--- src/mfsr_pkg.sv ---
/*
  Constants shared by the frame statistics and receive stream block:
  bit positions of the transmit statistics word, frame byte codes,
  register offsets and bus response codes.
  Assumes nothing of its surroundings; import with mfsr_pkg::*.
*/
`default_nettype none
package mfsr_pkg;
  // ------------------------------------------------------------
  // Transmit statistics word layout
  // ------------------------------------------------------------
  localparam int TXS_W       = 32;  // Base width of the word
  localparam int TXS_PFC     = 32;  // Own priority flow frame sent
  localparam int TXS_PAUSE   = 31;  // Own pause frame sent
  localparam int TXS_BYTE    = 30;  // Frame byte in flight
  localparam int TXS_RSV_HI  = 29;  // Reserved, zero
  localparam int TXS_ATT_HI  = 28;  // Attempts minus one
  localparam int TXS_ATT_LO  = 25;
  localparam int TXS_RSV_LO  = 24;  // Reserved, zero
  localparam int TXS_XCOL    = 23;  // Collision on all 16 attempts
  localparam int TXS_LATE    = 22;  // Late collision
  localparam int TXS_XDEF    = 21;  // Deferral limit hit
  localparam int TXS_DEF     = 20;  // Deferred at all
  localparam int TXS_VLAN    = 19;  // Tagged frame
  localparam int TXS_LEN_HI  = 18;  // Byte length
  localparam int TXS_LEN_LO  = 5;
  localparam int TXS_CTRL    = 4;   // MAC control type
  localparam int TXS_UNDR    = 3;   // Underrun
  localparam int TXS_MCAST   = 2;   // Multicast destination
  localparam int TXS_BCAST   = 1;   // Broadcast destination
  localparam int TXS_CLEAN   = 0;   // Sent without error
  // ------------------------------------------------------------
  // Frame decode
  // ------------------------------------------------------------
  localparam logic [13:0] LEN_SAT    = 14'h3FF0;  // 16368 bytes
  localparam logic [4:0]  ATT_MAX    = 5'h10;     // 16 attempts
  localparam logic [3:0]  IDX_DA0    = 4'h0;      // First DA byte
  localparam logic [3:0]  IDX_DA5    = 4'h5;      // Last DA byte
  localparam logic [3:0]  IDX_TYPE_H = 4'hC;      // Type high byte
  localparam logic [3:0]  IDX_TYPE_L = 4'hD;      // Type low byte
  localparam logic [3:0]  IDX_END    = 4'hE;      // Decode finished
  localparam logic [7:0]  BYTE_ALL1  = 8'hFF;
  localparam logic [7:0]  CTL_TYPE_H = 8'h88;
  localparam logic [7:0]  CTL_TYPE_L = 8'h08;
  localparam logic [7:0]  TAG_TYPE_H = 8'h81;
  localparam logic [7:0]  TAG_TYPE_L = 8'h00;
  // ------------------------------------------------------------
  // Register map and bus answers
  // ------------------------------------------------------------
  localparam logic [3:0]  REG_CTRL   = 4'h0;  // Control
  localparam logic [3:0]  REG_TXST   = 4'h4;  // Last tx stats, low
  localparam logic [3:0]  REG_RXST   = 4'h8;  // Last rx stats
  localparam logic [3:0]  REG_TXHI   = 4'hC;  // Tx stats top bit
  localparam int          CTRL_VLAN  = 0;     // Tx VLAN handling on
  localparam logic [1:0]  RESP_OKAY  = 2'h0;
  localparam logic [1:0]  RESP_DEC   = 2'h3;
endpackage
`default_nettype wire

--- src/mfsr_sat_cnt.sv ---
/*
  Saturating up counter with synchronous clear; clear wins over count.
  Assumes a synchronised active-low reset and a single clock.
*/
`timescale 1ns/1ns
`default_nettype none
module mfsr_sat_cnt
#(
  parameter int          W   = 8,
  parameter logic [W-1:0] MAX = '1
)
(
  // Clock and reset
  input  wire logic         clk,
  input  wire logic         rst_n,
  // Control
  input  wire logic         clr,
  input  wire logic         inc,
  // Count
  output logic [W-1:0]      count
);
  logic [W-1:0] cnt_ff;      // Current count
  logic [W-1:0] nxt_cnt;     // Next count

  // Next count: hold at the ceiling rather than wrap
  always_comb
  begin
    nxt_cnt = cnt_ff;
    if (clr)
      nxt_cnt = '0;
    else if (inc && cnt_ff != MAX)
      nxt_cnt = W'(cnt_ff + 1'b1);
  end

  // Register
  always_ff @(posedge clk or negedge rst_n)
  begin
    if (!rst_n)
      cnt_ff <= '0;
    else
      cnt_ff <= nxt_cnt;
  end

  assign count = cnt_ff;
endmodule
`default_nettype wire

--- src/mfsr_top.sv ---
/*
  Client-side reporting of a tri-speed Ethernet MAC: builds the per-frame
  transmit statistics word, forwards received bytes as a byte-wide
  stream with filter flags and receive statistics, and offers a small
  AXI4-Lite register window. Assumes the MAC engine drives the event
  inputs synchronously to mclk and the client never stalls the stream.
*/
`timescale 1ns/1ns
`default_nettype none
module mfsr_top
  import mfsr_pkg::*;
#(
  parameter bit          PFC_EN   = 1'b0,     // Priority flow built in
  parameter int          NFILT    = 4,        // Frame filters
  parameter logic [15:0] DEFER_MAX = 16'h0FA0 // Deferral limit, cycles
)
(
  // Clock and reset
  input  wire logic                   mclk,
  input  wire logic                   nrst,
  // Transmit engine events
  input  wire logic                   tx_attempt,    // Attempt starts
  input  wire logic                   tx_done,       // Frame finished
  input  wire logic                   tx_byte_act,   // DA..FCS on line
  input  wire logic [7:0]             tx_byte,       // Byte sent
  input  wire logic                   tx_collide,    // Collision pulse
  input  wire logic                   tx_late,       // Late collision
  input  wire logic                   tx_defer,      // Held off level
  input  wire logic                   tx_underrun,   // Underrun pulse
  input  wire logic                   tx_own_pause,  // Own pause frame
  input  wire logic                   tx_own_pfc,    // Own priority frame
  // Transmit statistics
  output logic [mfsr_pkg::TXS_W-1+PFC_EN:0] tx_stat,
  output logic                        tx_stat_valid,
  // Receive engine
  input  wire logic [7:0]             rx_in_data,
  input  wire logic                   rx_in_valid,
  input  wire logic                   rx_in_last,
  input  wire logic                   rx_in_err,
  input  wire logic [NFILT-1:0]       rx_in_filt,
  input  wire logic [27+PFC_EN:0]     rx_in_stats,
  input  wire logic                   rx_in_stats_valid,
  // Receive stream and statistics
  output logic [7:0]                  rx_tdata,
  output logic                        rx_tvalid,
  output logic                        rx_tlast,
  output logic                        rx_tuser,
  output logic [NFILT-1:0]            rx_filter,
  output logic [27+PFC_EN:0]          rx_stats,
  output logic                        rx_stats_valid,
  // AXI4-Lite slave
  input  wire logic [3:0]             s_axi_awaddr,
  input  wire logic                   s_axi_awvalid,
  output logic                        s_axi_awready,
  input  wire logic [31:0]            s_axi_wdata,
  input  wire logic [3:0]             s_axi_wstrb,
  input  wire logic                   s_axi_wvalid,
  output logic                        s_axi_wready,
  output logic [1:0]                  s_axi_bresp,
  output logic                        s_axi_bvalid,
  input  wire logic                   s_axi_bready,
  input  wire logic [3:0]             s_axi_araddr,
  input  wire logic                   s_axi_arvalid,
  output logic                        s_axi_arready,
  output logic [31:0]                 s_axi_rdata,
  output logic [1:0]                  s_axi_rresp,
  output logic                        s_axi_rvalid,
  input  wire logic                   s_axi_rready
);
  import mfsr_pkg::*;
  localparam int TW = TXS_W + 1;  // Internal word always has the top bit

  // ------------------------------------------------------------
  // Reset release
  // ------------------------------------------------------------
  logic [1:0] rst_sync_ff;  // Two-stage release
  logic       rst_n;        // Synchronised reset

  // Assert at once, release after two edges
  always_ff @(posedge mclk or negedge nrst)
  begin
    if (!nrst)
      rst_sync_ff <= 2'h0;
    else
      rst_sync_ff <= {rst_sync_ff[0], 1'b1};
  end
  assign rst_n = rst_sync_ff[1];

  // ------------------------------------------------------------
  // Transmit counters
  // ------------------------------------------------------------
  logic [4:0]  att_cnt;   // Attempts this frame
  logic [4:0]  col_cnt;   // Colliding attempts
  logic [13:0] len_cnt;   // Bytes this attempt
  logic [15:0] def_cnt;   // Cycles held off

  // Length restarts with each attempt, saturates for jumbo frames
  mfsr_sat_cnt #(.W(14), .MAX(LEN_SAT)) u_len
  (
    .clk   (mclk),
    .rst_n (rst_n),
    .clr   (tx_attempt | tx_done),
    .inc   (tx_byte_act),
    .count (len_cnt)
  );
  // Attempts per frame, ceiling at sixteen
  mfsr_sat_cnt #(.W(5), .MAX(ATT_MAX)) u_att
  (
    .clk   (mclk),
    .rst_n (rst_n),
    .clr   (tx_done),
    .inc   (tx_attempt),
    .count (att_cnt)
  );
  // Attempts that met a collision
  mfsr_sat_cnt #(.W(5), .MAX(ATT_MAX)) u_col
  (
    .clk   (mclk),
    .rst_n (rst_n),
    .clr   (tx_done),
    .inc   (tx_collide),
    .count (col_cnt)
  );
  // Time spent deferring; stops at the limit
  mfsr_sat_cnt #(.W(16), .MAX(DEFER_MAX)) u_def
  (
    .clk   (mclk),
    .rst_n (rst_n),
    .clr   (tx_done),
    .inc   (tx_defer),
    .count (def_cnt)
  );

  // ------------------------------------------------------------
  // Transmit frame decode and flags
  // ------------------------------------------------------------
  logic [3:0] idx_ff, nxt_idx;          // Byte index in header
  logic       mcast_ff, nxt_mcast;      // DA group bit
  logic       bcast_ff, nxt_bcast;      // DA all ones so far
  logic       ctl_h_ff, nxt_ctl_h;      // Type high byte 88
  logic       tag_h_ff, nxt_tag_h;      // Type high byte 81
  logic       ctl_ff, nxt_ctl;          // Control frame
  logic       tag_ff, nxt_tag;          // Tagged frame
  logic       undr_ff, nxt_undr;        // Underrun seen
  logic       late_ff, nxt_late;        // Late collision seen
  logic       defd_ff, nxt_defd;        // Deferred at all
  logic       pause_ff, nxt_pause;      // Own pause frame
  logic       pfc_ff, nxt_pfc;          // Own priority frame
  logic       vlan_en_ff;               // Control register bit

  // Header decode restarts with each attempt; sticky flags live
  // until the frame is reported. An event in the reporting cycle
  // goes into that report, so the clear wins to spare the next one
  always_comb
  begin
    nxt_idx   = idx_ff;
    nxt_mcast = mcast_ff;
    nxt_bcast = bcast_ff;
    nxt_ctl_h = ctl_h_ff;
    nxt_tag_h = tag_h_ff;
    nxt_ctl   = ctl_ff;
    nxt_tag   = tag_ff;
    nxt_undr  = undr_ff;
    nxt_late  = late_ff;
    nxt_defd  = defd_ff;
    nxt_pause = pause_ff;
    nxt_pfc   = pfc_ff;
    if (tx_attempt)
      nxt_idx = IDX_DA0;
    else if (tx_byte_act)
    begin
      if (idx_ff == IDX_DA0)
      begin
        nxt_mcast = tx_byte[0];
        nxt_bcast = (tx_byte == BYTE_ALL1);
      end
      else if (idx_ff <= IDX_DA5)
        nxt_bcast = bcast_ff & (tx_byte == BYTE_ALL1);
      if (idx_ff == IDX_TYPE_H)
      begin
        nxt_ctl_h = (tx_byte == CTL_TYPE_H);
        nxt_tag_h = (tx_byte == TAG_TYPE_H);
      end
      if (idx_ff == IDX_TYPE_L)
      begin
        nxt_ctl = ctl_h_ff & (tx_byte == CTL_TYPE_L);
        nxt_tag = tag_h_ff & (tx_byte == TAG_TYPE_L);
      end
      if (idx_ff != IDX_END)
        nxt_idx = 4'(idx_ff + 1'b1);
    end
    if (tx_underrun)
      nxt_undr = 1'b1;
    if (tx_late)
      nxt_late = 1'b1;
    if (tx_defer)
      nxt_defd = 1'b1;
    if (tx_own_pause)
      nxt_pause = 1'b1;
    if (tx_own_pfc)
      nxt_pfc = 1'b1;
    if (tx_done)
    begin
      nxt_undr  = 1'b0;
      nxt_late  = 1'b0;
      nxt_defd  = 1'b0;
      nxt_pause = 1'b0;
      nxt_pfc   = 1'b0;
    end
  end

  // Register decode state
  always_ff @(posedge mclk or negedge rst_n)
  begin
    if (!rst_n)
    begin
      idx_ff   <= 4'h0;
      mcast_ff <= 1'b0;
      bcast_ff <= 1'b0;
      ctl_h_ff <= 1'b0;
      tag_h_ff <= 1'b0;
      ctl_ff   <= 1'b0;
      tag_ff   <= 1'b0;
      undr_ff  <= 1'b0;
      late_ff  <= 1'b0;
      defd_ff  <= 1'b0;
      pause_ff <= 1'b0;
      pfc_ff   <= 1'b0;
    end
    else
    begin
      idx_ff   <= nxt_idx;
      mcast_ff <= nxt_mcast;
      bcast_ff <= nxt_bcast;
      ctl_h_ff <= nxt_ctl_h;
      tag_h_ff <= nxt_tag_h;
      ctl_ff   <= nxt_ctl;
      tag_ff   <= nxt_tag;
      undr_ff  <= nxt_undr;
      late_ff  <= nxt_late;
      defd_ff  <= nxt_defd;
      pause_ff <= nxt_pause;
      pfc_ff   <= nxt_pfc;
    end
  end

  // ------------------------------------------------------------
  // Transmit statistics word
  // ------------------------------------------------------------
  logic [TW-1:0] txw_ff, nxt_txw;   // Latched word, bit 30 unused
  logic          txv_ff;            // Valid strobe
  logic          byte_ff;           // Live byte-in-flight copy
  logic          priority_flow_sent_flag;
  logic          deferral_limit_hit;
  logic          tagged_frame_flag;
  logic          clean_send_flag;
  logic          xcol;
  logic          undr_now, late_now;

  // Events arriving with the done pulse still count for this frame
  assign undr_now = undr_ff | tx_underrun;
  assign late_now = late_ff | tx_late;
  assign xcol     = (col_cnt == ATT_MAX) && (att_cnt == ATT_MAX);
  assign priority_flow_sent_flag = PFC_EN & (pfc_ff | tx_own_pfc);
  assign deferral_limit_hit = (def_cnt == DEFER_MAX);
  assign tagged_frame_flag  = tag_ff & vlan_en_ff;
  // Any error of any kind withholds success
  assign clean_send_flag = ~(undr_now | late_now | xcol |
                             deferral_limit_hit);

  // Build the word when the frame finishes; hold it otherwise
  always_comb
  begin
    nxt_txw = txw_ff;
    if (tx_done)
    begin
      nxt_txw = '0;
      nxt_txw[TXS_PFC]   = priority_flow_sent_flag;
      nxt_txw[TXS_PAUSE] = pause_ff | tx_own_pause;
      nxt_txw[TXS_ATT_HI:TXS_ATT_LO] = 4'(att_cnt - 1'b1);
      nxt_txw[TXS_XCOL]  = xcol;
      nxt_txw[TXS_LATE]  = late_now;
      nxt_txw[TXS_XDEF]  = deferral_limit_hit;
      nxt_txw[TXS_DEF]   = defd_ff | tx_defer;
      nxt_txw[TXS_VLAN]  = tagged_frame_flag;
      nxt_txw[TXS_LEN_HI:TXS_LEN_LO] = len_cnt;
      nxt_txw[TXS_CTRL]  = ctl_ff;
      nxt_txw[TXS_UNDR]  = undr_now;
      nxt_txw[TXS_MCAST] = mcast_ff;
      nxt_txw[TXS_BCAST] = bcast_ff;
      nxt_txw[TXS_CLEAN] = clean_send_flag;
    end
  end

  // Register word, strobe and live byte flag
  always_ff @(posedge mclk or negedge rst_n)
  begin
    if (!rst_n)
    begin
      txw_ff  <= '0;
      txv_ff  <= 1'b0;
      byte_ff <= 1'b0;
    end
    else
    begin
      txw_ff  <= nxt_txw;
      txv_ff  <= tx_done;
      byte_ff <= tx_byte_act;
    end
  end

  // Bit 30 follows the line every cycle; it lags the data by one
  // cycle so it must not qualify PHY data
  always_comb
  begin
    tx_stat = txw_ff[TXS_W-1+PFC_EN:0];
    tx_stat[TXS_BYTE] = byte_ff;
  end
  assign tx_stat_valid = txv_ff;

  // ------------------------------------------------------------
  // Receive stream and statistics
  // ------------------------------------------------------------
  // One register stage, no backpressure: the client must take each
  // beat
  always_ff @(posedge mclk or negedge rst_n)
  begin
    if (!rst_n)
    begin
      rx_tdata       <= 8'h00;
      rx_tvalid      <= 1'b0;
      rx_tlast       <= 1'b0;
      rx_tuser       <= 1'b0;
      rx_filter      <= '0;
      rx_stats       <= '0;
      rx_stats_valid <= 1'b0;
    end
    else
    begin
      rx_tdata  <= rx_in_data;
      rx_tvalid <= rx_in_valid;
      rx_tlast  <= rx_in_valid & rx_in_last;
      rx_tuser  <= rx_in_valid & rx_in_last & rx_in_err;
      rx_filter <= rx_in_filt;
      if (rx_in_stats_valid)
        rx_stats <= rx_in_stats;
      rx_stats_valid <= rx_in_stats_valid;
    end
  end

  // ------------------------------------------------------------
  // AXI4-Lite slave
  // ------------------------------------------------------------
  logic        aw_ff, nxt_aw;     // Address held
  logic        w_ff, nxt_w;       // Data held
  logic [3:0]  wa_ff, nxt_wa;     // Write address
  logic [31:0] wd_ff, nxt_wd;     // Write data
  logic        ws_ff, nxt_ws;     // Low byte lane enabled
  logic        bv_ff, nxt_bv;     // Write answer pending
  logic [1:0]  br_ff, nxt_br;     // Write answer code
  logic        nxt_vlan;
  logic        rv_ff, nxt_rv;     // Read answer pending
  logic [31:0] rd_ff, nxt_rd;     // Read data
  logic [1:0]  rr_ff, nxt_rr;     // Read answer code

  assign s_axi_awready = ~aw_ff & ~bv_ff;
  assign s_axi_wready  = ~w_ff & ~bv_ff;
  assign s_axi_arready = ~rv_ff;

  // Address and data are taken in any order; the write lands once
  // both are held, and only then is the answer raised
  always_comb
  begin
    nxt_aw   = aw_ff | (s_axi_awvalid & s_axi_awready);
    nxt_w    = w_ff | (s_axi_wvalid & s_axi_wready);
    nxt_wa   = (s_axi_awvalid & s_axi_awready) ? s_axi_awaddr : wa_ff;
    nxt_wd   = (s_axi_wvalid & s_axi_wready) ? s_axi_wdata : wd_ff;
    nxt_ws   = (s_axi_wvalid & s_axi_wready) ? s_axi_wstrb[0] : ws_ff;
    nxt_bv   = bv_ff & ~s_axi_bready;
    nxt_br   = br_ff;
    nxt_vlan = vlan_en_ff;
    if (aw_ff && w_ff)
    begin
      nxt_aw = 1'b0;
      nxt_w  = 1'b0;
      nxt_bv = 1'b1;
      nxt_br = RESP_OKAY;
      unique case (wa_ff)
        REG_CTRL: if (ws_ff) nxt_vlan = wd_ff[CTRL_VLAN];
        REG_TXST, REG_RXST, REG_TXHI: nxt_br = RESP_OKAY;
        default: nxt_br = RESP_DEC;  // Unmapped word
      endcase
    end
    // Read: one answer at a time, data from flops
    nxt_rv = rv_ff & ~s_axi_rready;
    nxt_rd = rd_ff;
    nxt_rr = rr_ff;
    if (s_axi_arvalid && s_axi_arready)
    begin
      nxt_rv = 1'b1;
      nxt_rd = 32'h0000_0000;
      nxt_rr = RESP_OKAY;
      unique case (s_axi_araddr)
        REG_CTRL: nxt_rd[CTRL_VLAN] = vlan_en_ff;
        REG_TXST: nxt_rd = tx_stat[TXS_W-1:0];
        REG_RXST: nxt_rd[27+PFC_EN:0] = rx_stats;
        REG_TXHI: nxt_rd[0] = txw_ff[TXS_PFC];
        default: nxt_rr = RESP_DEC;
      endcase
    end
  end

  // Register bus state
  always_ff @(posedge mclk or negedge rst_n)
  begin
    if (!rst_n)
    begin
      aw_ff <= 1'b0;
      w_ff <= 1'b0;
      wa_ff <= 4'h0;
      wd_ff <= 32'h0000_0000;
      ws_ff <= 1'b0;
      bv_ff <= 1'b0;
      br_ff <= 2'h0;
      vlan_en_ff <= 1'b0;
      rv_ff <= 1'b0;
      rd_ff <= 32'h0000_0000;
      rr_ff <= 2'h0;
    end
    else
    begin
      aw_ff <= nxt_aw;
      w_ff <= nxt_w;
      wa_ff <= nxt_wa;
      wd_ff <= nxt_wd;
      ws_ff <= nxt_ws;
      bv_ff <= nxt_bv;
      br_ff <= nxt_br;
      vlan_en_ff <= nxt_vlan;
      rv_ff <= nxt_rv;
      rd_ff <= nxt_rd;
      rr_ff <= nxt_rr;
    end
  end
  assign s_axi_bvalid = bv_ff;
  assign s_axi_bresp  = br_ff;
  assign s_axi_rvalid = rv_ff;
  assign s_axi_rdata  = rd_ff;
  assign s_axi_rresp  = rr_ff;
endmodule
`default_nettype wire

--- config.mk ---
export PLATFORM = sky130hd
export DESIGN_NAME = mfsr_top
export DESIGN_NICKNAME = d
export VERILOG_FILES = /design/src/mfsr_pkg.sv /design/src/mfsr_sat_cnt.sv /design/src/mfsr_top.sv
export SDC_FILE = /design/constraint.sdc
export NUM_CORES = 1
export LEC_CHECK = 0
export BUFFER_PORTS_ARGS = -buffer_cell sky130_fd_sc_hd__buf_2
export CAP_MARGIN = 20
export CORE_MARGIN = 4
export CORE_UTILIZATION = 52
export DETAILED_ROUTE_END_ITERATION = 7
export PLACE_DENSITY = 0.8
export SLEW_MARGIN = 20
export SYNTH_ARGS = -nofsm -noshare
export SYNTH_HDL_FRONTEND = slang
export SYNTH_HIERARCHICAL = 1
export SYNTH_SLANG_ARGS = --single-unit
--- constraint.sdc ---
create_clock -name mclk -period 6.4 [get_ports mclk]
set_clock_uncertainty 0.15 [all_clocks]
set_input_delay 0.64 -clock mclk [delete_from_list [all_inputs] [get_ports mclk]]
set_output_delay 0.64 -clock mclk [all_outputs]
set_load 0.1 [all_outputs]
# After elaboration in Yosys (flattened, before gate mapping)
# Cells that the tools add are included.
# W data, S select, Z words.
totals:
  regBits: 178
  output_inout_bits: 118
op_classes:
  add_sub_neg: 6
  n_lt_le_gt_ge: 1
  eq_ne: 20
  muxes: 30
  bitwise: 30
  reduce_logical: 30
op_table:
  columns: ["op", "count"]
  rows:
  - ["$pmux W27 S2", 1]
  - ["$mux W16", 2]
  - ["$mux W14", 2]
  - ["$eq A4 B4 Y1 const B", 6]
  - ["$eq A8 B8 Y1 const B", 3]
  - ["$reduce_bool A2 Y1", 11]
  - ["$mux W5", 4]
  - ["$add A16 B1 Y16 const B", 1]
  - ["$eq A16 B12 Y1 const B", 1]
  - ["$mux W4", 4]
  - ["$ne A16 B12 Y1 const B", 1]
  - ["$reduce_and A3 Y1", 5]
  - ["$add A14 B1 Y14 const B", 1]
  - ["$mux W1", 14]
  - ["$ne A14 B14 Y1 const B", 1]
  - ["$and A1 B1 Y1", 12]
  - ["$logic_not A4 Y1", 3]
  - ["$add A5 B1 Y5 const B", 2]
  - ["$eq A5 B5 Y1 const B", 2]
  - ["$ne A5 B5 Y1 const B", 2]
  - ["$or A1 B1 Y1", 10]
  - ["$eq A4 B3 Y1 const B", 2]
  - ["$eq A8 B4 Y1 const B", 1]
  - ["$logic_not A8 Y1", 1]
  - ["10 further kinds", 25]

# Depth between registers and ports, before layout
logic_depth:
  word_depth: 5
  depth_mapped: 6
  mapped_depth_nobuf: 6

# Cells and area by module
# Netlist, hierarchy kept.
modules_own_cells:
  columns: ["module", "n_inst", "cells_each", "area_per_inst_um2", "seq_area_each_um2"]
  rows:
  - ["mfsr_top", 1, 436, 5575.3, 3378.2]
  - ["mfsr_sat_cnt at u_def", 1, 97, 935.9, 400.4]
  - ["mfsr_sat_cnt at u_len", 1, 77, 765.7, 350.3]
  - ["mfsr_sat_cnt at u_att ...", 2, 27, 276.5, 125.1]

# Worst setup path before layout
# Ideal clock, no wire load.
synth_path:
  path_kind: "reg2reg"
  from: "register bv_ff, in the netlist s_axi_bvalid"
  to: "register wa_ff[0]"
  setup_ns: 0.125
  arrival_ns: 2.977
  required_time_ns: 6.125
  setup_slack_ns: 3.148
  stages_incl_launch_ff: 5
  n_path_buf: 1
  period_less_slack_ns: 3.252
  path_cell_list: "dfrtp_1 nor2_1 and2_1 clkbuf_1 mux2_2"
synth_via:
  elab_chain_cells: 3
synth_lines:
  columns: ["element", "line_no", "text"]
  rows:
  - ["start: declaration", "mfsr_top.sv:359", "logic bv_ff, nxt_bv;"]
  - ["start signal: assignment", "mfsr_top.sv:437", "bv_ff <= nxt_bv;"]
  - ["$not A1 Y1", "mfsr_top.sv:366", "assign s_axi_awready = ~aw_ff & ~bv_ff;"]
  - ["$and A1 B1 Y1", "mfsr_top.sv:366", null]
  - ["net s_axi_awready", "mfsr_top.sv:54", "output logic s_axi_awready,"]
  - ["$and A1 B1 Y1", "mfsr_top.sv:376", "nxt_wa = (s_axi_awvalid & s_axi_awready) ? s_axi_awaddr : wa_ff;"]
  - ["end signal: assignment", "mfsr_top.sv:434", "wa_ff <= nxt_wa;"]
  - ["end: declaration", "mfsr_top.sv:356", "logic [3:0] wa_ff, nxt_wa;"]
# The timed path passes the listed nets, and every way through them passes these cells.
# A chain may end at the register's enable or synchronous reset.

# Worst setup path in the final report
layout_path:
  from: "input port s_axi_araddr[1]"
  to: "register rd_ff[18], in the netlist s_axi_rdata[18]"
layout_via:
  elab_chain_cells: 2
layout_lines:
  columns: ["element", "line_no", "text"]
  rows:
  - ["start: declaration", "mfsr_top.sv:62", "input wire logic [3:0] s_axi_araddr,"]
  - ["$eq A4 B4 Y1 / $eq A4 B3 Y1 (equally long branches)", "mfsr_top.sv:403", "unique case (s_axi_araddr)"]
  - ["$pmux W27 S2 *", "mfsr_top.sv:403", null]
  - ["end signal: assignment", "mfsr_top.sv:441", "rd_ff <= nxt_rd;"]
  - ["end: declaration", "mfsr_top.sv:363", "logic [31:0] rd_ff, nxt_rd;"]
# Mark *: on every way between the ends. The rest lies on a longest branch, timed or not.

==> run_results.csv <==
group,metric,value,unit
run_status,status,"complete, no violations",
setup_path,r2r_cells,6,
setup_path,cp-end-kind,"flip-flop",
timing,setup_tns,0,ps
cells_and_area,area.growth.synth_to_final,21.3,%
run,cap_violations,0,
synthesis,yosys_warnings,6,
clock_tree,insertion_delay,420,ps
timing,rsz0062_at_grt,"no",
drt,first_pass_iters,6,
pwr,switching_share,0.372,
timing,worst_pin_slew,1070,ps
timing,slew-limit-headroom,0.284,
pwr,p_leak,4.46,nW
die,core_area,14600,um^2
placed_design,dp_slack,3660,ps
min_path,min_path_type,"in2reg",
die,ios,230,
cells_and_area,finalNonFillerCells,1046,
clock_tree,clkSinkCount,175,
pwr,p_total,3.11,mW
synthesis,yosys.area_share.xor_xnor,0.0280,
synthesis,yosysTopAreaCell,"dfrtp_1",
placed_design,dpl-instance-area,8900,um^2
timing,setup_viol,0,
synthesis,synth-adder-area-share,0.0240,
global_routing,antenna_found_initial,0,
synthesis,avgSynthCellArea,11.8,um^2
synthesis,synth_top_cell_area_share,0.559,
clock_tree,cts_buffers,17,
drt,viasPerCell,5.46,
synthesis,synthCells,664,
die,fp.dieW,131,um
pwr,seqPwrFrac,0.412,
drt,ant_nets,0,
setup_path,cp.arrival,2490,ps
pwr,irDropWorstVdd,251,uV
pwr,power.internal,1.96,mW
die,initial_core_util,0.535,
setup_path,criticalPathCategory,"in2reg",
pwr,power.share.combinational,0.258,
synthesis,synthMuxAreaShare,0.0972,
clock_tree,path_clk_slew,60,ps
timing,fin_crit_sh,0.362,
timing,fmax,0.432,GHz
setup_path,start_kind,"input port",
placed_design,gp_congestion,0.845,
min_path,min_from,"rx_in_data[3]",
cells_and_area,antenna_cells,0,
cells_and_area,drive_gt1_frac,0.397,
cells_and_area,fin_nets,977,
die,fp.dieArea,17100,um^2
cells_and_area,fin_area,9490,um^2
synthesis,synthSimpleGateAreaFrac,0.150,
clock_tree,clockBufferDepth,2,
synthesis,netlist_area,7830,um^2
placed_design,dp_hpwl,12.7,mm
setup_path,reg2reg_slack,4430,ps
min_path,min_path_cells,1,
setup_path,crit_required,6580,ps
die,die_y,131,um
drt,vias,5710,
placed_design,numPlacedInstances,1014,
global_routing,grt_pass1_vias,5667,
setup_path,r2r-start,"u_def/count[0]",
die,rows,44,
cells_and_area,fillers,1178,
clock_tree,post_cts_resized,0,
clock_tree,cts_tree,"yes",
placed_design,io_buffers,191,
pwr,net-switching-power,1.16,mW
synthesis,synth_cell_types,72,
synthesis,synth_top_family_by_area,"simple AND/OR/NAND/NOR gates",
timing,min_period,2320,ps
drt,drc,0,
global_routing,grt_overflow,0,
synthesis,synth_edf_count,0,
pwr,power.density,328,nW/um^2
drt,drtIter0Drc,413,
global_routing,grt.total_usage,0.215,
drt,wl,17.9,mm
synthesis,synth_ff_type,"dfrtp_1",
global_routing,grt_pass1_wl,28.8,mm
synthesis,yosysSeqAreaShare,0.559,
cells_and_area,final-seq-area,4380,um^2
timing,slew_viol_final,0,
synthesis,yosys-top-cells-area,"dfrtp_1, mux2_2, a22oi_2",
synthesis,synth_compound_gate_area_share,0.105,
pwr,pwr-share-clk,0.330,
clock_tree,clockRootBuffer,"clkbuf_16",
timing,finalHoldViolCount,0,
synthesis,synth-seq-cells,175,
synthesis,async_reset_ff_frac,1.00,
setup_path,r2r-end,"u_def/count[1]",
timing,worst_slack,4080,ps
drt,routedWlPerCell,17.1,um
min_path,hold_end,"rx_tdata[3]",
setup_path,crit_fanout,17,
setup_path,crit_path_start,"s_axi_araddr[1]",
global_routing,grt_max_degree,73,
clock_tree,htreeDepth,4,
cells_and_area,multiInputGateArea,3180,um^2
[repair_timing]
| item | in CTS | in global routing |
|---|---|---|
| hold buffers | 1 | 0 |
| setup endpoints to repair | 0 | 0 |
| setup buffers | 0 | 0 |
| endpoints found under the hold margin | 2 | 0 |
[worst max path at each step]
stage / to / slack (ps) / cells past startpoint
after floorplan: aw_ff / 1010 / 0
after global placement: s_axi_rdata[18] / 3720 / 5
after detailed placement: s_axi_rdata[18] / 3660 / 5
after CTS: s_axi_rdata[18] / 4080 / 5
after global routing: s_axi_rdata[18] / 4030 / 5
final: s_axi_rdata[18] / 4080 / 5
[power groups by stage]
stage / combinational [mW] / sequential, mW / clock [mW]
2_1_floorplan: 0.285 / 1.67 / 0
3_3_place_gp: 0.797 / 1.30 / 0
3_5_place_dp: 0.807 / 1.30 / 0
5_1_grt: 0.842 / 1.30 / 1.11
6_report: 0.803 / 1.28 / 1.03
4_1_cts: 0.808 / 1.28 / 1.06
[critical path, stage by stage]
cell	delay, ps
buf_2	140
nor4b_4	920
buf_4	450
a22oi_1	140
o21ai_0	190
[cells in the final DEF (no fill, tap or decap), types with 3 or more instances in the layout]
cell type and n:
nor3_1 9, o41ai_1 3, and3_1 7, mux2_2 58
or3b_1 3, inv_6 3, nand4_1 13, buf_2 191
o21ai_1 16, buf_4 6, or4b_1 3, a22oi_2 19
a22oi_1 8, ha_1 15, o21ai_0 21, mux2_4 3
conb_1 4, dfrtp_1 174, nor4_1 6, xnor2_1 12
xor2_1 13, nor2_1 56, clkbuf_16 17, inv_1 26
nand2_1 58, o21ai_2 8, nand3_1 14, mux2i_1 4
clkinvlp_4 3, a21oi_1 17, nand2b_1 9
[cells in the mapped netlist, drive strengths merged, types with 12 or more instances]
cell      n
a21oi    17
a22oi    27
buf      20
clkbuf   13
dfrtp   175
ha       15
inv      26
mux2     63
nand2    60
nand3    15
nand4    16
nor2     56
o21ai    46
xnor2    12
xor2     13
[flip-flops by register name (all words and copies together), names as in the netlist, 2 cells and up]
name and flops:
s_axi_rdata 31, idx_ff 4, u_def/count 16, rx_tdata 8, rst_sync_ff 2, txw_ff 29
u_len/count 14, rx_filter 4, u_att/count 5, rx_stats 28, wa_ff 4, u_col/count 5
[cell families (layout without fill, tap and decap cells)]
logic type	count (synthesis)	in the layout
AO/OA/AOI/OAI	108	108
XOR/XNOR	25	25
adder cells (fa/ha/maj)	15	15
buffers and inverters	59	255
flip-flops	175	175
multiplexers	67	67
other	2	4
AND/OR/NAND/NOR	213	213
[per-layer routing]
layer,up-vias,part of all wire,GRT usage,routed length [um]
met5,-,0,0,0
met2,168,0.48,0.348,8660
met3,20,0.063,0.0634,1120
li1,2701,-,-,-
met4,0,0.013,0.0605,241
met1,2821,0.44,0.284,7870
[cell type report]
| cell class | count | share of cell area |
|---|---|---|
| sequential | 175 | 0.462 |
| multi-input combinational | 432 | 0.335 |
| timing repair buffer | 198 | 0.106 |
| clock buffer | 20 | 0.0481 |
| tap | 184 | 0.0242 |
| clock inverter | 11 | 0.0138 |
| inverter | 26 | 0.0103 |
[per-stage QoR]
step | hold WS, ps | utilization
floorplan | 181 | -
global placement | 184 | 0.607
detailed placement | 188 | 0.607
CTS | 150 | 0.648
global route | 143 | 0.648
finish | 175 | 0.648
Note: power is estimated with default switching activity, not from simulation.
